[src/shared/sspc_pkg.sv]
// shared constants for the strap status and checker counter register bank
package sspc_pkg;

	// ----------------------------------------------------------------
	// register indices (byte address is four times the index)
	// ----------------------------------------------------------------
	localparam logic [7:0] SSPC_IDX_WRAP_CTRL = 8'h16;
	localparam logic [7:0] SSPC_IDX_STRAP_PRI = 8'h6E;
	localparam logic [7:0] SSPC_IDX_STRAP_SEC = 8'h6F;
	localparam logic [7:0] SSPC_IDX_BYTE_CNT = 8'h71;
	localparam logic [7:0] SSPC_IDX_ERR_OVF = 8'h72;
	localparam int SSPC_IDX_LSB = 2;
	localparam int SSPC_IDX_MSB = 9;

	// ----------------------------------------------------------------
	// bus answers
	// ----------------------------------------------------------------
	localparam logic [1:0] SSPC_RESP_OKAY = 2'h0;
	localparam logic [1:0] SSPC_RESP_SLVERR = 2'h2;
	localparam logic [31:0] SSPC_RD_ZERO = 32'h00000000;

	// ----------------------------------------------------------------
	// primary strap status field positions
	// ----------------------------------------------------------------
	localparam int SSPC_P_MIRROR = 15;
	localparam int SSPC_P_DOWNSHIFT = 14;
	localparam int SSPC_P_CLKOUT_OFF = 13;
	localparam int SSPC_P_RGMII_OFF = 12;
	localparam int SSPC_P_AMDIX_OFF = 10;
	localparam int SSPC_P_FORCED_PAIR = 9;
	localparam int SSPC_P_HALF_DUPLEX = 8;
	localparam int SSPC_P_ANEG_OFF = 7;
	localparam int SSPC_P_SPEED_LSB = 5;
	localparam int SSPC_P_SPEED_MSB = 6;
	localparam int SSPC_P_PHY_MSB_L = 4;
	localparam int SSPC_P_PHY_MSB_S = 3;

	// ----------------------------------------------------------------
	// secondary strap status and counter status and control field positions
	// ----------------------------------------------------------------
	localparam int SSPC_S_FAST_DROP = 10;
	localparam int SSPC_S_TX_LSB = 4;
	localparam int SSPC_S_TX_MSB = 6;
	localparam int SSPC_S_RX_MSB = 2;
	localparam int SSPC_C_PKT_OVF = 10;
	localparam int SSPC_C_BYTE_OVF = 9;
	localparam int SSPC_C_LOCK = 0;
	localparam int SSPC_C_CLEAR = 1;
	localparam int SSPC_C_WRAP = 0;

	// ----------------------------------------------------------------
	// widths and reset values
	// ----------------------------------------------------------------
	localparam int SSPC_REG_W = 16;
	localparam int SSPC_BYTE_W = 16;
	localparam int SSPC_ERR_W = 8;
	localparam int SSPC_SPEED_W = 2;
	localparam int SSPC_PHY_W = 5;
	localparam int SSPC_SKEW_W = 3;
	localparam int SSPC_STRAP_W = 22;
	localparam logic [15:0] SSPC_BYTE_RST = 16'h0000;
	localparam logic [7:0] SSPC_ERR_RST = 8'h00;
	localparam logic SSPC_WRAP_RST = 1'b0;

endpackage

[src/hdl/sspc_strap_latch.sv]
// strap capture register, loaded only while reset is applied
module sspc_strap_latch
	import sspc_pkg::*;
#(
	parameter int WIDTH = SSPC_STRAP_W
) (
	input wire logic mclk_i, // system clock
	input wire logic rst_i, // synchronous reset, high
	input wire logic [WIDTH-1:0] strap_i, // raw strap pin levels
	output logic [WIDTH-1:0] strap_o // captured strap levels
);

	initial begin
		if (WIDTH < 1) begin
			$error("sspc_strap_latch: WIDTH must be positive");
		end
	end

	// ----------------------------------------------------------------
	// capture
	// ----------------------------------------------------------------
	// the pins are followed on every clock edge while reset is high, so the value
	// held afterwards is the level seen at the last clock edge in reset
	always_ff @(posedge mclk_i) begin
		if (rst_i) begin
			strap_o <= strap_i;
		end
	end

endmodule

[src/hdl/sspc_top.sv]
// strap status registers and checker counters behind an axi4-lite slave
module sspc_top
	import sspc_pkg::*;
#(
	parameter int ADDR_W = 12,
	parameter bit LARGE_PKG = 1'b1
) (
	input wire logic mclk_i, // 50 mhz clock
	input wire logic rst_i, // synchronous reset, high
	input wire logic [ADDR_W-1:0] s_axi_awaddr_i, // write address
	input wire logic s_axi_awvalid_i, // write address valid
	output logic s_axi_awready_o, // write address ready
	input wire logic [31:0] s_axi_wdata_i, // write data
	input wire logic [3:0] s_axi_wstrb_i, // write byte enables
	input wire logic s_axi_wvalid_i, // write data valid
	output logic s_axi_wready_o, // write data ready
	output logic [1:0] s_axi_bresp_o, // write response
	output logic s_axi_bvalid_o, // write response valid
	input wire logic s_axi_bready_i, // write response ready
	input wire logic [ADDR_W-1:0] s_axi_araddr_i, // read address
	input wire logic s_axi_arvalid_i, // read address valid
	output logic s_axi_arready_o, // read address ready
	output logic [31:0] s_axi_rdata_o, // read data
	output logic [1:0] s_axi_rresp_o, // read response
	output logic s_axi_rvalid_o, // read data valid
	input wire logic s_axi_rready_i, // read data ready
	input wire logic mirror_strap_i, // port mirroring strap
	input wire logic downshift_strap_i, // link downshift strap
	input wire logic clock_output_off_strap_i, // clock output off
	input wire logic reduced_gmii_off_strap_i, // mac interface off
	input wire logic auto_crossover_off_strap_i, // crossover off
	input wire logic forced_pairing_strap_i, // 1 crossed, 0 straight
	input wire logic half_duplex_strap_i, // half duplex strap
	input wire logic autoneg_off_strap_i, // auto-negotiation off
	input wire logic [1:0] speed_select_strap_field_i, // speed select
	input wire logic [4:0] phy_address_strap_i, // phy address
	input wire logic fast_drop_strap_i, // fast link drop strap
	input wire logic [2:0] tx_skew_strap_i, // transmit delay low bits
	input wire logic [2:0] rx_skew_strap_i, // receive delay low bits
	input wire logic chk_byte_i, // checker received a byte
	input wire logic chk_err_byte_i, // checker saw an error byte
	input wire logic chk_pkt_ovf_i, // packet counter overflowed
	output logic counter_wrap_select_o, // 0 saturate, 1 wrap
	output logic counter_lock_o, // lock pulse
	output logic counter_clear_o // clear pulse
);

	initial begin
		if (ADDR_W < SSPC_IDX_MSB + 2 || ADDR_W > 32) begin
			$error("sspc_top: ADDR_W must lie in 11..32");
		end
	end

	// ----------------------------------------------------------------
	// strap capture
	// ----------------------------------------------------------------
	logic [SSPC_STRAP_W-1:0] strap_raw;
	logic [SSPC_STRAP_W-1:0] strap_q;

	assign strap_raw = {mirror_strap_i, downshift_strap_i,
		clock_output_off_strap_i, reduced_gmii_off_strap_i,
		auto_crossover_off_strap_i, forced_pairing_strap_i,
		half_duplex_strap_i, autoneg_off_strap_i,
		speed_select_strap_field_i, phy_address_strap_i,
		fast_drop_strap_i, tx_skew_strap_i, rx_skew_strap_i};

	sspc_strap_latch #(
		.WIDTH(SSPC_STRAP_W)
	) u_latch (
		.mclk_i(mclk_i),
		.rst_i(rst_i),
		.strap_i(strap_raw),
		.strap_o(strap_q)
	);

	logic mirror_q;
	logic downshift_q;
	logic clkout_off_q;
	logic rgmii_off_q;
	logic amdix_off_q;
	logic forced_pair_q;
	logic half_dup_q;
	logic aneg_off_q;
	logic [SSPC_SPEED_W-1:0] speed_q;
	logic [SSPC_PHY_W-1:0] phy_q;
	logic fast_drop_q;
	logic [SSPC_SKEW_W-1:0] tx_skew_q;
	logic [SSPC_SKEW_W-1:0] rx_skew_q;

	assign {mirror_q, downshift_q, clkout_off_q, rgmii_off_q, amdix_off_q,
		forced_pair_q, half_dup_q, aneg_off_q, speed_q, phy_q,
		fast_drop_q, tx_skew_q, rx_skew_q} = strap_q;

	// ----------------------------------------------------------------
	// strap status views
	// ----------------------------------------------------------------
	logic [SSPC_REG_W-1:0] strap_pri;
	logic [SSPC_REG_W-1:0] strap_sec;

	always_comb begin
		strap_pri = '0;
		strap_pri[SSPC_P_MIRROR] = mirror_q;
		strap_pri[SSPC_P_DOWNSHIFT] = downshift_q;
		strap_pri[SSPC_P_RGMII_OFF] = rgmii_off_q;
		strap_pri[SSPC_P_AMDIX_OFF] = amdix_off_q;
		strap_pri[SSPC_P_FORCED_PAIR] = forced_pair_q;
		strap_pri[SSPC_P_HALF_DUPLEX] = half_dup_q;
		strap_pri[SSPC_P_ANEG_OFF] = aneg_off_q;
		if (LARGE_PKG) begin
			strap_pri[SSPC_P_CLKOUT_OFF] = clkout_off_q;
			strap_pri[SSPC_P_SPEED_MSB:SSPC_P_SPEED_LSB] = speed_q;
			strap_pri[SSPC_P_PHY_MSB_L:0] = phy_q;
		end else begin
			// the small variant has one speed pin and four address pins
			strap_pri[SSPC_P_SPEED_LSB] = speed_q[0];
			strap_pri[SSPC_P_PHY_MSB_S:0] = phy_q[SSPC_P_PHY_MSB_S:0];
		end
	end

	always_comb begin
		strap_sec = '0;
		strap_sec[SSPC_S_FAST_DROP] = fast_drop_q;
		if (!LARGE_PKG) begin
			strap_sec[SSPC_S_TX_MSB:SSPC_S_TX_LSB] = tx_skew_q;
			strap_sec[SSPC_S_RX_MSB:0] = rx_skew_q;
		end
	end

	// ----------------------------------------------------------------
	// axi4-lite write channel
	// ----------------------------------------------------------------
	logic aw_held;
	logic w_held;
	logic [ADDR_W-1:0] aw_addr;
	logic [31:0] w_data;
	logic [3:0] w_strb;
	logic do_write;
	logic [7:0] wr_idx;
	logic wr_top_zero;
	logic wr_hit_ctrl;
	logic wr_hit_ro;
	logic wr_hit_cnt;

	assign s_axi_awready_o = !aw_held && !s_axi_bvalid_o;
	assign s_axi_wready_o = !w_held && !s_axi_bvalid_o;
	assign do_write = aw_held && w_held && !s_axi_bvalid_o;
	assign wr_idx = aw_addr[SSPC_IDX_MSB:SSPC_IDX_LSB];
	assign wr_top_zero = (aw_addr[ADDR_W-1:SSPC_IDX_MSB+1] == '0);
	assign wr_hit_ctrl = wr_top_zero && (wr_idx == SSPC_IDX_WRAP_CTRL);
	assign wr_hit_cnt = wr_top_zero && (wr_idx == SSPC_IDX_ERR_OVF);
	assign wr_hit_ro = wr_top_zero && (wr_idx == SSPC_IDX_STRAP_PRI
		|| wr_idx == SSPC_IDX_STRAP_SEC || wr_idx == SSPC_IDX_BYTE_CNT);

	always_ff @(posedge mclk_i) begin
		if (rst_i) begin
			aw_held <= 1'b0;
			aw_addr <= '0;
		end else if (s_axi_awvalid_i && s_axi_awready_o) begin
			aw_held <= 1'b1;
			aw_addr <= s_axi_awaddr_i;
		end else if (do_write) begin
			aw_held <= 1'b0;
		end
	end

	always_ff @(posedge mclk_i) begin
		if (rst_i) begin
			w_held <= 1'b0;
			w_data <= '0;
			w_strb <= '0;
		end else if (s_axi_wvalid_i && s_axi_wready_o) begin
			w_held <= 1'b1;
			w_data <= s_axi_wdata_i;
			w_strb <= s_axi_wstrb_i;
		end else if (do_write) begin
			w_held <= 1'b0;
		end
	end

	// read-only registers accept a write silently; unmapped ones refuse
	always_ff @(posedge mclk_i) begin
		if (rst_i) begin
			s_axi_bvalid_o <= 1'b0;
			s_axi_bresp_o <= SSPC_RESP_OKAY;
		end else if (do_write) begin
			s_axi_bvalid_o <= 1'b1;
			s_axi_bresp_o <= (wr_hit_ctrl || wr_hit_ro || wr_hit_cnt) ?
				SSPC_RESP_OKAY : SSPC_RESP_SLVERR;
		end else if (s_axi_bready_i) begin
			s_axi_bvalid_o <= 1'b0;
		end
	end

	always_ff @(posedge mclk_i) begin
		if (rst_i) begin
			counter_wrap_select_o <= SSPC_WRAP_RST;
		end else if (do_write && wr_hit_ctrl && w_strb[0]) begin
			counter_wrap_select_o <= w_data[SSPC_C_WRAP];
		end
	end

	// ----------------------------------------------------------------
	// lock and clear triggers
	// ----------------------------------------------------------------
	logic cnt_write;

	assign cnt_write = do_write && wr_hit_cnt && w_strb[0];
	assign counter_lock_o = cnt_write
		&& (w_data[SSPC_C_LOCK] || w_data[SSPC_C_CLEAR]);
	assign counter_clear_o = cnt_write && w_data[SSPC_C_CLEAR];

	// ----------------------------------------------------------------
	// checker counters
	// ----------------------------------------------------------------
	logic [SSPC_BYTE_W-1:0] byte_cnt;
	logic [SSPC_ERR_W-1:0] err_cnt;
	logic [SSPC_BYTE_W-1:0] byte_snap;
	logic [SSPC_ERR_W-1:0] err_snap;
	logic byte_ovf;
	logic pkt_ovf;
	logic byte_at_max;
	logic err_at_max;

	assign byte_at_max = &byte_cnt;
	assign err_at_max = &err_cnt;

	// a byte arriving with the clear is counted as the first of the run
	always_ff @(posedge mclk_i) begin
		if (rst_i) begin
			byte_cnt <= SSPC_BYTE_RST;
		end else if (counter_clear_o) begin
			byte_cnt <= SSPC_BYTE_W'(chk_byte_i);
		end else if (chk_byte_i && (!byte_at_max || counter_wrap_select_o)) begin
			byte_cnt <= byte_cnt + 1'b1;
		end
	end

	always_ff @(posedge mclk_i) begin
		if (rst_i) begin
			err_cnt <= SSPC_ERR_RST;
		end else if (counter_clear_o) begin
			err_cnt <= SSPC_ERR_W'(chk_err_byte_i);
		end else if (chk_err_byte_i && (!err_at_max || counter_wrap_select_o)) begin
			err_cnt <= err_cnt + 1'b1;
		end
	end

	// readers see the snapshot, so a multi-read sequence stays coherent
	always_ff @(posedge mclk_i) begin
		if (rst_i) begin
			byte_snap <= SSPC_BYTE_RST;
			err_snap <= SSPC_ERR_RST;
		end else if (counter_lock_o) begin
			byte_snap <= byte_cnt;
			err_snap <= err_cnt;
		end
	end

	// overflow events win over a clear in the same cycle
	always_ff @(posedge mclk_i) begin
		if (rst_i) begin
			byte_ovf <= 1'b0;
		end else if (chk_byte_i && byte_at_max) begin
			byte_ovf <= 1'b1;
		end else if (counter_clear_o) begin
			byte_ovf <= 1'b0;
		end
	end

	always_ff @(posedge mclk_i) begin
		if (rst_i) begin
			pkt_ovf <= 1'b0;
		end else if (chk_pkt_ovf_i) begin
			pkt_ovf <= 1'b1;
		end else if (counter_clear_o) begin
			pkt_ovf <= 1'b0;
		end
	end

	// ----------------------------------------------------------------
	// axi4-lite read channel
	// ----------------------------------------------------------------
	logic [7:0] rd_idx;
	logic rd_top_zero;
	logic [SSPC_REG_W-1:0] cnt_status;
	logic [SSPC_REG_W-1:0] rd_val;
	logic rd_hit;
	logic rd_take;

	assign s_axi_arready_o = !s_axi_rvalid_o;
	assign rd_take = s_axi_arvalid_i && s_axi_arready_o;
	assign rd_idx = s_axi_araddr_i[SSPC_IDX_MSB:SSPC_IDX_LSB];
	assign rd_top_zero = (s_axi_araddr_i[ADDR_W-1:SSPC_IDX_MSB+1] == '0);

	always_comb begin
		cnt_status = '0;
		cnt_status[SSPC_C_PKT_OVF] = pkt_ovf;
		cnt_status[SSPC_C_BYTE_OVF] = byte_ovf;
		cnt_status[SSPC_ERR_W-1:0] = err_snap;
	end

	always_comb begin
		rd_val = '0;
		rd_hit = rd_top_zero;
		case (rd_idx)
			SSPC_IDX_WRAP_CTRL: rd_val[SSPC_C_WRAP] = counter_wrap_select_o;
			SSPC_IDX_STRAP_PRI: rd_val = strap_pri;
			SSPC_IDX_STRAP_SEC: rd_val = strap_sec;
			SSPC_IDX_BYTE_CNT: rd_val = byte_snap;
			SSPC_IDX_ERR_OVF: rd_val = cnt_status;
			default: rd_hit = 1'b0;
		endcase
	end

	always_ff @(posedge mclk_i) begin
		if (rst_i) begin
			s_axi_rvalid_o <= 1'b0;
			s_axi_rdata_o <= SSPC_RD_ZERO;
			s_axi_rresp_o <= SSPC_RESP_OKAY;
		end else if (rd_take) begin
			s_axi_rvalid_o <= 1'b1;
			s_axi_rdata_o <= rd_hit ? {16'h0000, rd_val} : SSPC_RD_ZERO;
			s_axi_rresp_o <= rd_hit ? SSPC_RESP_OKAY : SSPC_RESP_SLVERR;
		end else if (s_axi_rready_i) begin
			s_axi_rvalid_o <= 1'b0;
		end
	end
endmodule

[config.mk]
export PLATFORM = sky130hd
export DESIGN_NAME = sspc_top
export DESIGN_NICKNAME = d
export VERILOG_FILES = /design/src/shared/sspc_pkg.sv /design/src/hdl/sspc_strap_latch.sv /design/src/hdl/sspc_top.sv
export SDC_FILE = /design/constraint.sdc
export NUM_CORES = 1
export LEC_CHECK = 0
export ABC_CLOCK_PERIOD_IN_PS = 1700
export BUFFER_PORTS_ARGS = -buffer_cell sky130_fd_sc_hd__clkbuf_2
export CAP_MARGIN = 20
export CORE_MARGIN = 1
export CORE_UTILIZATION = 30
export DETAILED_ROUTE_END_ITERATION = 6
export SLEW_MARGIN = 15
export SYNTH_ARGS = -nofsm -noshare
export SYNTH_HDL_FRONTEND = slang
export SYNTH_SLANG_ARGS = --single-unit
export TNS_END_PERCENT = 30
[constraint.sdc]
create_clock -name mclk_i -period 1.7 [get_ports mclk_i]
set_input_delay 0.34 -clock mclk_i [delete_from_list [all_inputs] [get_ports mclk_i]]
set_output_delay 0.34 -clock mclk_i [all_outputs]
set_load 0.05 [all_outputs]
==> results_dict.tcl <==
set metrics [dict create \
    required_ns 1.36 \
    r2r_slack_ns -0.23 \
    cts_root_buffer "clkbuf_16" \
    regArea_um2 2210 \
    synthCells 517 \
    syn_area_um2 4540 \
    busiest_layer "met2" \
    fp-row-count 44 \
    hold_buffers 0 \
    die-area_um2 15600 \
    slew_viol_final 0 \
    ys_seq_area_share_pct 48.5 \
    cts.clk_slew.worst_paths_ns 0.07 \
    grt_pass1_wl_um 18500 \
    async_reset_ff_share_pct 0 \
    cap_violations 0 \
    synth_edf_count 16 \
    synth_most_common_cell "nand2_1" \
    synthDistinctLibCells 55 \
    grt_use_met3_pct 3.81 \
    drive_above_1_share_pct 26.9 \
    fin_setup_tns_ns -9.21 \
    io_buffers 74 \
    dpl.hpwl_um 8200 \
    grt_start_max_net_pins 41 \
    rr_endpoint "byte_cnt[5]$_SDFFE_PP0P_" \
    diodes 0 \
    yosysTopAreaCell "dfxtp_1" \
    routabilityCongestion 0.834 \
    yosysWarnings 0 \
    antenna_found_initial 0 \
    r2r_start "aw_addr[10]$_SDFFE_PP0P_" \
    die_x_um 125 \
    drtPass1Iterations 7 \
    path_class "register to output pin" \
    post_drt_wl_per_cell_um 13.4 \
    fin_crit_ns 2.01 \
    coreArea_um2 14600 \
    cts_tree "yes" \
    holdWs_ns 0.168 \
    hold_viol 0 \
    drt_iter0_drc 265 \
    power.total_w 0.00525 \
    grt_pass1_vias 3820 \
    power_density_nw_per_um2 883 \
    fin_crit_sh_pct 118 \
    critPathLaunchType "register" \
    synthTopCellsByArea "dfxtp_1, edfxtp_1, nand2_1" \
    clkLatencyLatePin_ns 0.35 \
    n_fill_cell 1452 \
    cts-htree-levels 3 \
    timing.fmax_mhz 498 \
    drc 28 \
    multiInputGateArea_um2 2180 \
    tightest_slew_ns 0.602 \
    met2_usage_pct 23.3 \
    final_core_util_pct 40.6 \
    timing.critical_path.from "aw_addr[10]$_SDFFE_PP0P_" \
    finalWirelength_um 11100 \
    fin_skew_ns 0.00871 \
    grt_use_total_pct 14.7 \
    crit_end "counter_lock_o" \
    vias_per_cell 4.88 \
    leakage_nw 2.35 \
    reg2reg_depth 8 \
    cp-end-kind "output pin" \
    syn_to_final_growth_pct 30.9 \
    vias 4038 \
    cts_buffers 9 \
    ir_drop_mv 0.589 \
    synth-seq-cells 102 \
    worst_slack_ns -0.308 \
    synth.top_cells.by_count "nand2_1, dfxtp_1, nor2_1, a21oi_1, buf_4" \
    start_util_pct 31.0 \
    clockBufferDepth 2 \
    arrival_ns 1.67 \
    grt.overflow.total 0 \
    clkSinkCount 102 \
    final_cell_area_um2 5950 \
    status "finished with violations" \
    place_area_um2 5490 \
    slew_headroom_pct 59.7 \
    avgSynthCellArea_um2 8.79 \
    grt_use_met1_pct 19.3 \
    ant_nets 0 \
    die_height_um 125 \
    worstPathMaxFanout 2 \
    nets 733 \
    synth_top_area_share_pct 37.9 \
    hold_path_class "primary input to register" \
    rsz0062_at_grt "yes" \
    setup_violations 50 \
    io_pins 136 \
    synth_flop_cell "dfxtp_1" \
    violations "DRC, setup timing" \
]
[metal layers]
metal	part of all wire (%)	up-vias
met5	0	-
met4	1.6	0
met3	7.2	17
met2	44	150
met1	47	1857
li1	-	2014
[layout by cell type, fill, tap and decap left out, types with 4 or more instances in the layout]
| cell type | count |
|---|---|
| o21ai_0 | 14 |
| dfxtp_1 | 81 |
| nand2_1 | 100 |
| edfxtp_1 | 16 |
| nor2_1 | 45 |
| and2_1 | 4 |
| nand3_1 | 8 |
| xnor2_1 | 8 |
| nand2b_1 | 8 |
| a2bb2oi_1 | 8 |
| inv_1 | 8 |
| and4_1 | 4 |
| and3_1 | 6 |
| clkbuf_16 | 10 |
| nor2b_1 | 6 |
| clkbuf_2 | 72 |
| nand4_1 | 10 |
| nor3_1 | 14 |
| mux2i_1 | 8 |
| buf_12 | 6 |
| xor2_1 | 8 |
| dfxtp_2 | 4 |
| buf_4 | 54 |
| conb_1 | 18 |
| o21ai_1 | 6 |
| a22oi_1 | 15 |
| a21oi_1 | 44 |
[sequential cells by signal (all words and copies together), names as in the netlist, 2 cells and up]
register         count
aw_addr             10
byte_cnt            16
byte_snap           16
err_cnt              8
err_snap             8
s_axi_rdata_o       16
u_latch.strap_o     16
w_data               2
[stage by stage]
step / instances / setup slack (ns)
global placement: 806 / -0.0675
finish: 828 / -0.308
global route: 828 / -0.385
detailed placement: 806 / -0.0875
CTS: 828 / -0.362
floorplan: 534 / -0.0983
[worst min-delay path by stage]
stage                                             start  depth (start not counted)  slack [ns]                       endpoint
after floorplan                err_snap[6]$_SDFFE_PP0P_                          2        0.43       err_snap[6]$_SDFFE_PP0P_
after global placement    s_axi_rdata_o[0]$_SDFFE_PP0P_                          2        0.44  s_axi_rdata_o[0]$_SDFFE_PP0P_
after detailed placement  s_axi_rdata_o[5]$_SDFFE_PP0P_                          2        0.44  s_axi_rdata_o[5]$_SDFFE_PP0P_
after CTS                        phy_address_strap_i[1]                          1        0.16   u_latch.strap_o[8]$_DFFE_PP_
after global routing           clock_output_off_strap_i                          1        0.15  u_latch.strap_o[19]$_DFFE_PP_
final                                 fast_drop_strap_i                          1        0.17   u_latch.strap_o[6]$_DFFE_PP_
[final cells by class]
cell class	instances	area share [%]
flip-flops and latches	102	37.2
multi-input cells	381	36.7
inverters	8	0.505
well taps	184	3.87
clock inverters	5	1.07
repair buffers	137	16.4
clock buffers	11	4.27
[cells by family (layout without fill, tap and decap cells)]
group	after synthesis	after routing	synth area share, %
buf+inv	51	161	6.44
simple gates	235	235	25.9
fa+ha+maj	2	2	0.551
other cells	1	18	0.0825
xor+xnor	16	16	3.08
compound gates	102	102	13.7
flops	102	102	48.5
mux	8	8	1.76
[where the power goes]
group          internal [W]  switching, W  leakage [nW]  total, W
logic              0.000184      0.000341          1.34  0.000525
registers           0.00252     0.0000391         0.856   0.00256
clock network       0.00125      0.000915         0.158   0.00216
total               0.00396       0.00129          2.35   0.00525
[what timing repair did]
item,in CTS,in global routing
pin swaps,6,5
cloned,2,0
endpoints found under the setup margin,25,51
resized for setup,10,5
buffers inserted,4,1
[worst max-delay path: stages (launching register included)]
cell and delay (ns):
dfxtp_2 0.34, nor4b_4 0.34, nand4_4 0.14, buf_6 0.15, nor3_4 0.18, buf_12 0.17
Power figures use the tool's default switching activity.
